[src/logic/reload_timer_map.vh]
// Constants for the dual reload down timer: register indices, field positions, resets.
// Assumes a Wishbone classic slave with 32-bit data; byte address is four times the index.
// Functional notes
// - Two independent 32-bit down counters, each with its own start value and enable bit; the prescaler is shared.
// - Enabling a timer loads its counter from the start value, then it counts down once per tick.
// - Counting down past zero raises that timer's interrupt and reloads from the start value.
// - The count, underflow and reload loop repeats while the enable bit stays set.
// - Enable register bit 1 runs timer one and bit 0 runs timer zero; one means enabled.
// - Prescaler setting c in configuration bits 7:0 divides the clock by c plus one.
// - A start value c gives one interrupt every c plus one ticks.
// - The 32-bit start value is kept and used for every reload.
// - Reading the counter halves returns the live count.
// - Writing the counter halves replaces the live count for one different interval.
// - Each timer has its own interrupt request raised at its underflow.
// - Timer zero start value halves sit at 0xC034 and 0xC035, read/write, reset zero.
// - Timer zero counter halves sit at 0xC036 and 0xC037, read/write, reset zero.
// - Timer one uses 0xC038/0xC039 for start value and 0xC03A/0xC03B for counter.
`ifndef RELOAD_TIMER_MAP_VH
`define RELOAD_TIMER_MAP_VH

// ============================================================
// Register indices (byte address = index * 4)
`define REG_PRESCALE_CONFIG 16'hc030
`define REG_ENABLE_BITS 16'hc031
`define REG_T0_RELOAD_LOW 16'hc034
`define REG_T0_RELOAD_HIGH 16'hc035
`define REG_T0_COUNT_LOW 16'hc036
`define REG_T0_COUNT_HIGH 16'hc037
`define REG_T1_RELOAD_LOW 16'hc038
`define REG_T1_RELOAD_HIGH 16'hc039
`define REG_T1_COUNT_LOW 16'hc03a
`define REG_T1_COUNT_HIGH 16'hc03b
`define REG_IRQ_STATUS 16'hc03c
`define REG_IRQ_MASK 16'hc03d

// ============================================================
// Fields and resets
`define PRESCALE_MSB 7
`define EN_T0_BIT 0
`define EN_T1_BIT 1
`define PRESCALE_RESET 8'h00
`define ENABLE_RESET 2'h0
`define HALF_RESET 16'h0000
`define IRQ_RESET 2'h0

`endif

[src/logic/dual_reload_down_timer.v]
// Two 32-bit auto-reload down counters behind one shared clock prescaler.
// Assumes a classic Wishbone master with 32-bit data on the same clock.
//
// Added by the designer: register access over Wishbone.
`timescale 1ns/100ps
`include "reload_timer_map.vh"

module dual_reload_down_timer #(
    parameter ADDR_W = 18
) (
    // Clock and reset
    input wire clk_i,
    input wire rst_i,
    // Wishbone slave
    input wire cyc_i,
    input wire stb_i,
    input wire we_i,
    input wire [ADDR_W-1:0] adr_i,
    input wire [3:0] sel_i,
    input wire [31:0] dat_i,
    output reg [31:0] dat_o,
    output reg ack_o,
    // Interrupts
    output wire timer0_irq_o,
    output wire timer1_irq_o,
    output wire irq_o
);

    // ============================================================
    // Register state
    reg [7:0] tick_prescale_value_ff;
    reg [7:0] nxt_tick_prescale_value;
    reg [1:0] run_control_bits_ff;
    reg [1:0] nxt_run_control_bits;
    reg [1:0] irq_mask_ff;
    reg [1:0] nxt_irq_mask;
    reg [1:0] irq_status_ff;
    reg [1:0] nxt_irq_status;
    reg [7:0] prescale_cnt_ff;
    reg [7:0] nxt_prescale_cnt;
    reg tick_ff;
    reg nxt_tick;
    reg [31:0] reload_value_pair0_ff;
    reg [31:0] nxt_reload_value_pair0;
    reg [31:0] reload_value_pair1_ff;
    reg [31:0] nxt_reload_value_pair1;
    reg [31:0] live_count0_ff;
    reg [31:0] nxt_live_count0;
    reg [31:0] live_count1_ff;
    reg [31:0] nxt_live_count1;
    reg [1:0] run_prev_ff;
    reg [1:0] underflow_ff;
    reg [31:0] nxt_dat;
    reg nxt_ack;

    // ============================================================
    // Helpers
    // Byte-lane merge for one 16-bit half; lanes 2 and 3 have no storage
    function [15:0] merge16;
        input [15:0] old;
        input [31:0] dat;
        input [3:0] sel;
        begin
            merge16 = {sel[1] ? dat[15:8] : old[15:8], sel[0] ? dat[7:0] : old[7:0]};
        end
    endfunction

    // Register index compare
    function hit;
        input [15:0] idx;
        input [15:0] reg_addr;
        begin
            hit = (idx == reg_addr);
        end
    endfunction

    // Zero test of a live count
    function is_zero;
        input [31:0] count;
        begin
            is_zero = (count == 32'h00000000);
        end
    endfunction

    // Next start value of one timer; halves are written on their own, no latching
    function [31:0] next_reload;
        input [31:0] reload;
        input wr_lo;
        input wr_hi;
        input [31:0] dat;
        input [3:0] sel;
        begin
            next_reload = reload;
            if (wr_lo)
                next_reload[15:0] = merge16(reload[15:0], dat, sel);
            if (wr_hi)
                next_reload[31:16] = merge16(reload[31:16], dat, sel);
        end
    endfunction

    // Next live count of one timer; a bus write wins over load and count
    function [31:0] next_count;
        input [31:0] count;
        input [31:0] reload;
        input wr_lo;
        input wr_hi;
        input start;
        input under;
        input step;
        input [31:0] dat;
        input [3:0] sel;
        begin
            if (wr_lo)
                next_count = {count[31:16], merge16(count[15:0], dat, sel)};
            else if (wr_hi)
                next_count = {merge16(count[31:16], dat, sel), count[15:0]};
            else if (start)
                next_count = reload;
            else if (under)
                next_count = reload;
            else if (step)
                next_count = count - 32'h00000001;
            else
                next_count = count;
        end
    endfunction

    // ============================================================
    // Bus decode
    // Index is the word address; the two low address bits are ignored
    wire [15:0] reg_idx = adr_i[17:2];
    wire req = cyc_i & stb_i & ~ack_o;
    wire wr = req & we_i;
    wire wr_lane0 = wr & sel_i[0];
    wire hit_prescale = hit(reg_idx, `REG_PRESCALE_CONFIG);
    wire hit_enable = hit(reg_idx, `REG_ENABLE_BITS);
    wire hit_status = hit(reg_idx, `REG_IRQ_STATUS);
    wire hit_mask = hit(reg_idx, `REG_IRQ_MASK);
    wire hit_rl0_lo = hit(reg_idx, `REG_T0_RELOAD_LOW);
    wire hit_rl0_hi = hit(reg_idx, `REG_T0_RELOAD_HIGH);
    wire hit_ct0_lo = hit(reg_idx, `REG_T0_COUNT_LOW);
    wire hit_ct0_hi = hit(reg_idx, `REG_T0_COUNT_HIGH);
    wire hit_rl1_lo = hit(reg_idx, `REG_T1_RELOAD_LOW);
    wire hit_rl1_hi = hit(reg_idx, `REG_T1_RELOAD_HIGH);
    wire hit_ct1_lo = hit(reg_idx, `REG_T1_COUNT_LOW);
    wire hit_ct1_hi = hit(reg_idx, `REG_T1_COUNT_HIGH);

    // ============================================================
    // Timer events
    wire run0 = run_control_bits_ff[`EN_T0_BIT];
    wire run1 = run_control_bits_ff[`EN_T1_BIT];
    // A rising enable bit loads the start value before the first tick
    wire start0 = run0 & ~run_prev_ff[0];
    wire start1 = run1 & ~run_prev_ff[1];
    // A tick that finds zero takes the count below zero
    wire underflow0 = run0 & ~start0 & tick_ff & is_zero(live_count0_ff);
    wire underflow1 = run1 & ~start1 & tick_ff & is_zero(live_count1_ff);
    wire [1:0] underflow = {underflow1, underflow0};
    // Clearing the enable bit freezes the count where it stands
    wire step0 = run0 & tick_ff;
    wire step1 = run1 & tick_ff;

    // ============================================================
    // Bus slave: ack one cycle after the request, read data with it
    always @* begin
        nxt_ack = req;
        nxt_dat = dat_o;
        if (req) begin
            case (reg_idx)
                `REG_PRESCALE_CONFIG: nxt_dat = {24'h000000, tick_prescale_value_ff};
                `REG_ENABLE_BITS: nxt_dat = {30'h0, run_control_bits_ff};
                `REG_T0_RELOAD_LOW: nxt_dat = {16'h0000, reload_value_pair0_ff[15:0]};
                `REG_T0_RELOAD_HIGH: nxt_dat = {16'h0000, reload_value_pair0_ff[31:16]};
                `REG_T0_COUNT_LOW: nxt_dat = {16'h0000, live_count0_ff[15:0]};
                `REG_T0_COUNT_HIGH: nxt_dat = {16'h0000, live_count0_ff[31:16]};
                `REG_T1_RELOAD_LOW: nxt_dat = {16'h0000, reload_value_pair1_ff[15:0]};
                `REG_T1_RELOAD_HIGH: nxt_dat = {16'h0000, reload_value_pair1_ff[31:16]};
                `REG_T1_COUNT_LOW: nxt_dat = {16'h0000, live_count1_ff[15:0]};
                `REG_T1_COUNT_HIGH: nxt_dat = {16'h0000, live_count1_ff[31:16]};
                `REG_IRQ_STATUS: nxt_dat = {30'h0, irq_status_ff};
                `REG_IRQ_MASK: nxt_dat = {30'h0, irq_mask_ff};
                // Unmapped indices read as zero and are still answered
                default: nxt_dat = 32'h00000000;
            endcase
        end
    end

    always @(posedge clk_i) begin
        if (rst_i) begin
            ack_o <= 1'b0;
        end else begin
            ack_o <= nxt_ack;
        end
    end

    always @(posedge clk_i) begin
        if (rst_i) begin
            dat_o <= 32'h00000000;
        end else begin
            dat_o <= nxt_dat;
        end
    end

    // ============================================================
    // Control registers; only byte lane 0 holds bits
    always @* begin
        nxt_tick_prescale_value = tick_prescale_value_ff;
        nxt_run_control_bits = run_control_bits_ff;
        nxt_irq_mask = irq_mask_ff;
        if (wr_lane0 & hit_prescale)
            nxt_tick_prescale_value = dat_i[`PRESCALE_MSB:0];
        if (wr_lane0 & hit_enable)
            nxt_run_control_bits = dat_i[1:0];
        if (wr_lane0 & hit_mask)
            nxt_irq_mask = dat_i[1:0];
    end

    always @(posedge clk_i) begin
        if (rst_i) begin
            tick_prescale_value_ff <= `PRESCALE_RESET;
        end else begin
            tick_prescale_value_ff <= nxt_tick_prescale_value;
        end
    end

    always @(posedge clk_i) begin
        if (rst_i) begin
            run_control_bits_ff <= `ENABLE_RESET;
        end else begin
            run_control_bits_ff <= nxt_run_control_bits;
        end
    end

    always @(posedge clk_i) begin
        if (rst_i) begin
            irq_mask_ff <= `IRQ_RESET;
        end else begin
            irq_mask_ff <= nxt_irq_mask;
        end
    end

    // ============================================================
    // Shared prescaler: one tick every c+1 clocks for both timers
    // A setting lowered below the running count ends the period at once
    always @* begin
        if (prescale_cnt_ff >= tick_prescale_value_ff) begin
            nxt_prescale_cnt = 8'h00;
            nxt_tick = 1'b1;
        end else begin
            nxt_prescale_cnt = prescale_cnt_ff + 8'h01;
            nxt_tick = 1'b0;
        end
    end

    always @(posedge clk_i) begin
        if (rst_i) begin
            prescale_cnt_ff <= 8'h00;
        end else begin
            prescale_cnt_ff <= nxt_prescale_cnt;
        end
    end

    always @(posedge clk_i) begin
        if (rst_i) begin
            tick_ff <= 1'b0;
        end else begin
            tick_ff <= nxt_tick;
        end
    end

    // ============================================================
    // Timer zero
    // A count write in the cycle of an underflow still raises the interrupt
    wire wr_rl0_lo = wr & hit_rl0_lo;
    wire wr_rl0_hi = wr & hit_rl0_hi;
    wire wr_ct0_lo = wr & hit_ct0_lo;
    wire wr_ct0_hi = wr & hit_ct0_hi;

    always @* begin
        nxt_reload_value_pair0 = next_reload(reload_value_pair0_ff, wr_rl0_lo, wr_rl0_hi,
            dat_i, sel_i);
        nxt_live_count0 = next_count(live_count0_ff, reload_value_pair0_ff, wr_ct0_lo,
            wr_ct0_hi, start0, underflow0, step0, dat_i, sel_i);
    end

    always @(posedge clk_i) begin
        if (rst_i) begin
            reload_value_pair0_ff <= {`HALF_RESET, `HALF_RESET};
        end else begin
            reload_value_pair0_ff <= nxt_reload_value_pair0;
        end
    end

    always @(posedge clk_i) begin
        if (rst_i) begin
            live_count0_ff <= {`HALF_RESET, `HALF_RESET};
        end else begin
            live_count0_ff <= nxt_live_count0;
        end
    end

    // ============================================================
    // Timer one
    // Same layout as timer zero, separate registers so neither disturbs the other
    wire wr_rl1_lo = wr & hit_rl1_lo;
    wire wr_rl1_hi = wr & hit_rl1_hi;
    wire wr_ct1_lo = wr & hit_ct1_lo;
    wire wr_ct1_hi = wr & hit_ct1_hi;

    always @* begin
        nxt_reload_value_pair1 = next_reload(reload_value_pair1_ff, wr_rl1_lo, wr_rl1_hi,
            dat_i, sel_i);
        nxt_live_count1 = next_count(live_count1_ff, reload_value_pair1_ff, wr_ct1_lo,
            wr_ct1_hi, start1, underflow1, step1, dat_i, sel_i);
    end

    always @(posedge clk_i) begin
        if (rst_i) begin
            reload_value_pair1_ff <= {`HALF_RESET, `HALF_RESET};
        end else begin
            reload_value_pair1_ff <= nxt_reload_value_pair1;
        end
    end

    always @(posedge clk_i) begin
        if (rst_i) begin
            live_count1_ff <= {`HALF_RESET, `HALF_RESET};
        end else begin
            live_count1_ff <= nxt_live_count1;
        end
    end

    // ============================================================
    // Enable history and interrupt pulses of both timers
    always @(posedge clk_i) begin
        if (rst_i) begin
            run_prev_ff <= 2'h0;
        end else begin
            run_prev_ff <= {run1, run0};
        end
    end

    always @(posedge clk_i) begin
        if (rst_i) begin
            underflow_ff <= 2'h0;
        end else begin
            underflow_ff <= underflow;
        end
    end

    // ============================================================
    // Sticky status, write one to clear; a new event wins over the clear
    // Bit 0 belongs to timer zero, bit 1 to timer one
    always @* begin
        nxt_irq_status = irq_status_ff;
        if (wr_lane0 & hit_status)
            nxt_irq_status = irq_status_ff & ~dat_i[1:0];
        nxt_irq_status = nxt_irq_status | underflow;
    end

    always @(posedge clk_i) begin
        if (rst_i) begin
            irq_status_ff <= `IRQ_RESET;
        end else begin
            irq_status_ff <= nxt_irq_status;
        end
    end

    // ============================================================
    // Interrupt outputs
    // Per-timer lines are one-clock pulses; the combined line is a level
    assign timer0_irq_o = underflow_ff[0];
    assign timer1_irq_o = underflow_ff[1];
    assign irq_o = |(irq_status_ff & irq_mask_ff);

endmodule

[config.mk]
export PLATFORM = sky130hd
export DESIGN_NAME = dual_reload_down_timer
export DESIGN_NICKNAME = d
export VERILOG_FILES = /design/src/logic/dual_reload_down_timer.v
export VERILOG_INCLUDE_DIRS = /design/src /design/src/logic
export SDC_FILE = /design/constraint.sdc
export NUM_CORES = 1
export LEC_CHECK = 0
export BUFFER_PORTS_ARGS = -buffer_cell sky130_fd_sc_hd__buf_2
export CAP_MARGIN = 0
export CORE_MARGIN = 3
export CORE_UTILIZATION = 30
export CTS_BUF_LIST = sky130_fd_sc_hd__clkbuf_8 sky130_fd_sc_hd__clkbuf_16
export DETAILED_ROUTE_END_ITERATION = 12
export SYNTH_ARGS = -nofsm -noshare
export SYNTH_HDL_FRONTEND = slang
export SYNTH_SLANG_ARGS = --single-unit
[constraint.sdc]
create_clock -name clk_i -period 4.07 [get_ports clk_i]
set_input_delay 1.0175 -clock clk_i [delete_from_list [all_inputs] [get_ports clk_i]]
set_output_delay 1.0175 -clock clk_i [all_outputs]
set_load 0.01 [all_outputs]
==> flow_summary.ini <==
[routing]
drt_iter0_markers = 1365
antenna_left = 0
wl_per_cell_um = 21.7
wirelength_um = 39400
dr_total_vias = 10800
avgViaCountPerCell = 5.92
drc_errors = 0
dr.pass1.iters = 6

[logic_synthesis]
synthCells = 1340
synth_flop_cell = dfxtp_1
ys_types = 76
synth_edf_count = 0
netlist.area_leader.share = 0.333
synth_top_cells_by_area = dfxtp_1, nand2_1, a21oi_1
synth_warnings = 0
yosys.area.top_type = dfxtp_1
ys_seq_elements = 172
synth_area_mm2 = 0.0103
async_flop_share = 0
synth.avg_cell_area_um2 = 7.72
ys_seq_area_frac = 0.333

[clock_tree]
postCtsSetupBuffers = 0
hold_buffers = 0
ctsResizeCount = 0
cts.sinks = 172
clk_latency_ns = 0.44
cts_tree = yes
path_clk_slew_ns = 0.07
root_buffer = clkbuf_16
htreeDepth = 4
cts_buffers = 17
max-clock-path-buffers = 2

[min_path]
min_path_cells = 1
hp-class = reg2reg
min_to = dat_o[8]
hp-start = dat_o[8]

[timing]
timing.final.crit_share = 0.823
fmax_ghz = 0.298
setup_ws_ns = 0.719
setup_viol = 0
tightest_slew_ns = 1.22
fin_crit_ns = 3.35
setup_tns_ns = 0
slew_headroom = 0.185
maxSlewViolCount = 0
grt_setup_unrepaired = false
skew_ns = 0.0132
hold_viol_final = 0
hold_ws_ns = 0.474

[final_layout]
area_growth_pct = 12.2
n_antenna_cell = 0
final_core_util = 0.343
final_nets = 1429
layout-drive-gt1-share = 0.128

[floorplan]
die_h_um = 192
die_area_mm2 = 0.0367
dieWidth_um = 192
io-pin-count = 95
core_area_mm2 = 0.0338
rows = 67
start_util = 0.306

[global_routing]
grt_pass1_vias = 10200
track_usage = 0.213
grt_first_pass_wirelength_um = 60300
grt.overflow.total = 0
antenna_found_initial = 1
grt_max_degree = 75

[critical_path]
crit_required_ns = 4.35
r2r_slack_ns = 1.01
worstReg2RegStart = live_count0_ff[0]
start_kind = input pin
worstReg2RegEnd = live_count0_ff[27]
worstSetupPathType = in2reg
critPathArrivalTime_ns = 3.63
path_max_fanout = 9
critPathCaptureType = register
reg2reg_depth = 9

[placed_design]
dpl_worst_slack_ns = 0.342
place.gp.congestion = 0.936
port-buffer-count = 58
dp_hpwl_um = 29000

[flow_run]
maxCapViolCount = 0

[power_and_ir_drop]
vdd_drop_max_mv = 0.221
power_leakage_nw = 4.34
finalPower_mw = 3.46
cellPowerDensity_mw_per_mm2 = 298

[run_status]
status = complete, no violations
[metrics by stage]
step	area (um2)	cells
3_3_place_gp	11000	1788
6_report	11600	1820
2_1_floorplan	10400	1355
3_5_place_dp	11000	1788
5_1_grt	11600	1820
4_1_cts	11600	1820
[cells in the mapped netlist, types with 18 or more instances]
cell type	number
dfxtp_1	172
o211ai_1	33
a21oi_1	110
xor2_1	28
a22oi_1	24
nor4_1	18
a211oi_1	27
clkbuf_1	68
nand4_1	28
o21ai_0	66
nor2_1	69
buf_4	19
nand3_1	48
a31oi_1	39
nand2_1	256
nor3_1	24
inv_1	23
a222oi_1	21
[layout by cell type, fill, tap and decap left out, types with 33 or more instances in the layout]
cell type	instances
buf_2	57
nand2_1	256
a31oi_1	39
a21oi_1	110
nand3_1	48
dfxtp_1	172
buf_4	37
o211ai_1	33
o21ai_0	66
nor2_1	69
[kinds of logic after synthesis]
family                   count (synthesis)  share of synthesized area
flip-flops                             172                      0.333
AND/OR/NAND/NOR                        550                      0.273
XOR/XNOR                                44                     0.0373
other                                    1                   0.000363
adder cells (fa/ha/maj)                 11                     0.0133
AO/OA/AOI/OAI                          409                      0.264
buffers and inverters                  134                     0.0592
multiplexers                            19                     0.0192
[routing by layer]
metal,routed length (um),share of wire,track usage,vias up
li1,-,-,-,4983
met4,1400,0.035,0.0804,2
met1,16600,0.42,0.295,5120
met3,3810,0.097,0.0376,92
met5,11,0.00028,0,-
met2,17600,0.45,0.329,583
[where the power goes]
part	internal, mW	total [mW]	switching (mW)
combinational	0.0274	0.152	0.125
clock	0.812	1.62	0.810
sequential	1.68	1.68	0.00184
[how the worst max path moves through the flow]
stage | start | endpoint | depth (start not counted)
6_report | adr_i[9] | reload_value_pair0_ff[0] | 7
5_1_grt | adr_i[9] | live_count0_ff[23] | 7
4_1_cts | adr_i[9] | reload_value_pair0_ff[15] | 7
3_5_place_dp | adr_i[9] | reload_value_pair0_ff[12] | 7
3_3_place_gp | adr_i[9] | reload_value_pair0_ff[15] | 7
2_1_floorplan | adr_i[8] | live_count0_ff[23] | 8
[critical path, cell delays in order]
cell and delay (ns):
buf_2 0.10, or4_1 0.72, or4_1 0.76, nor2_2 0.48, nand2_1 0.31, nand2_1 0.15
a21oi_1 0.07
[state kept, by name, indices dropped and copies added, names as in the netlist]
signal	count
reload_value_pair0_ff	32
irq_mask_ff	2
live_count0_ff	32
reload_value_pair1_ff	32
tick_ff	1
run_prev_ff	2
run_control_bits_ff	2
underflow_ff	2
dat_o	16
irq_status_ff	2
live_count1_ff	32
prescale_cnt_ff	8
tick_prescale_value_ff	8
ack_o	1
[final cells by class]
type | count | area (um2)
Clock buffer | 17 | 425
Clock inverter | 15 | 148
Fill cell | 3578 | 22200
Inverter | 24 | 90.1
Multi-Input combinational cell | 1049 | 6350
Sequential cell | 172 | 3440
Tap cell | 448 | 561
Timing Repair Buffer | 95 | 583
(Power assumes the default switching activity.)
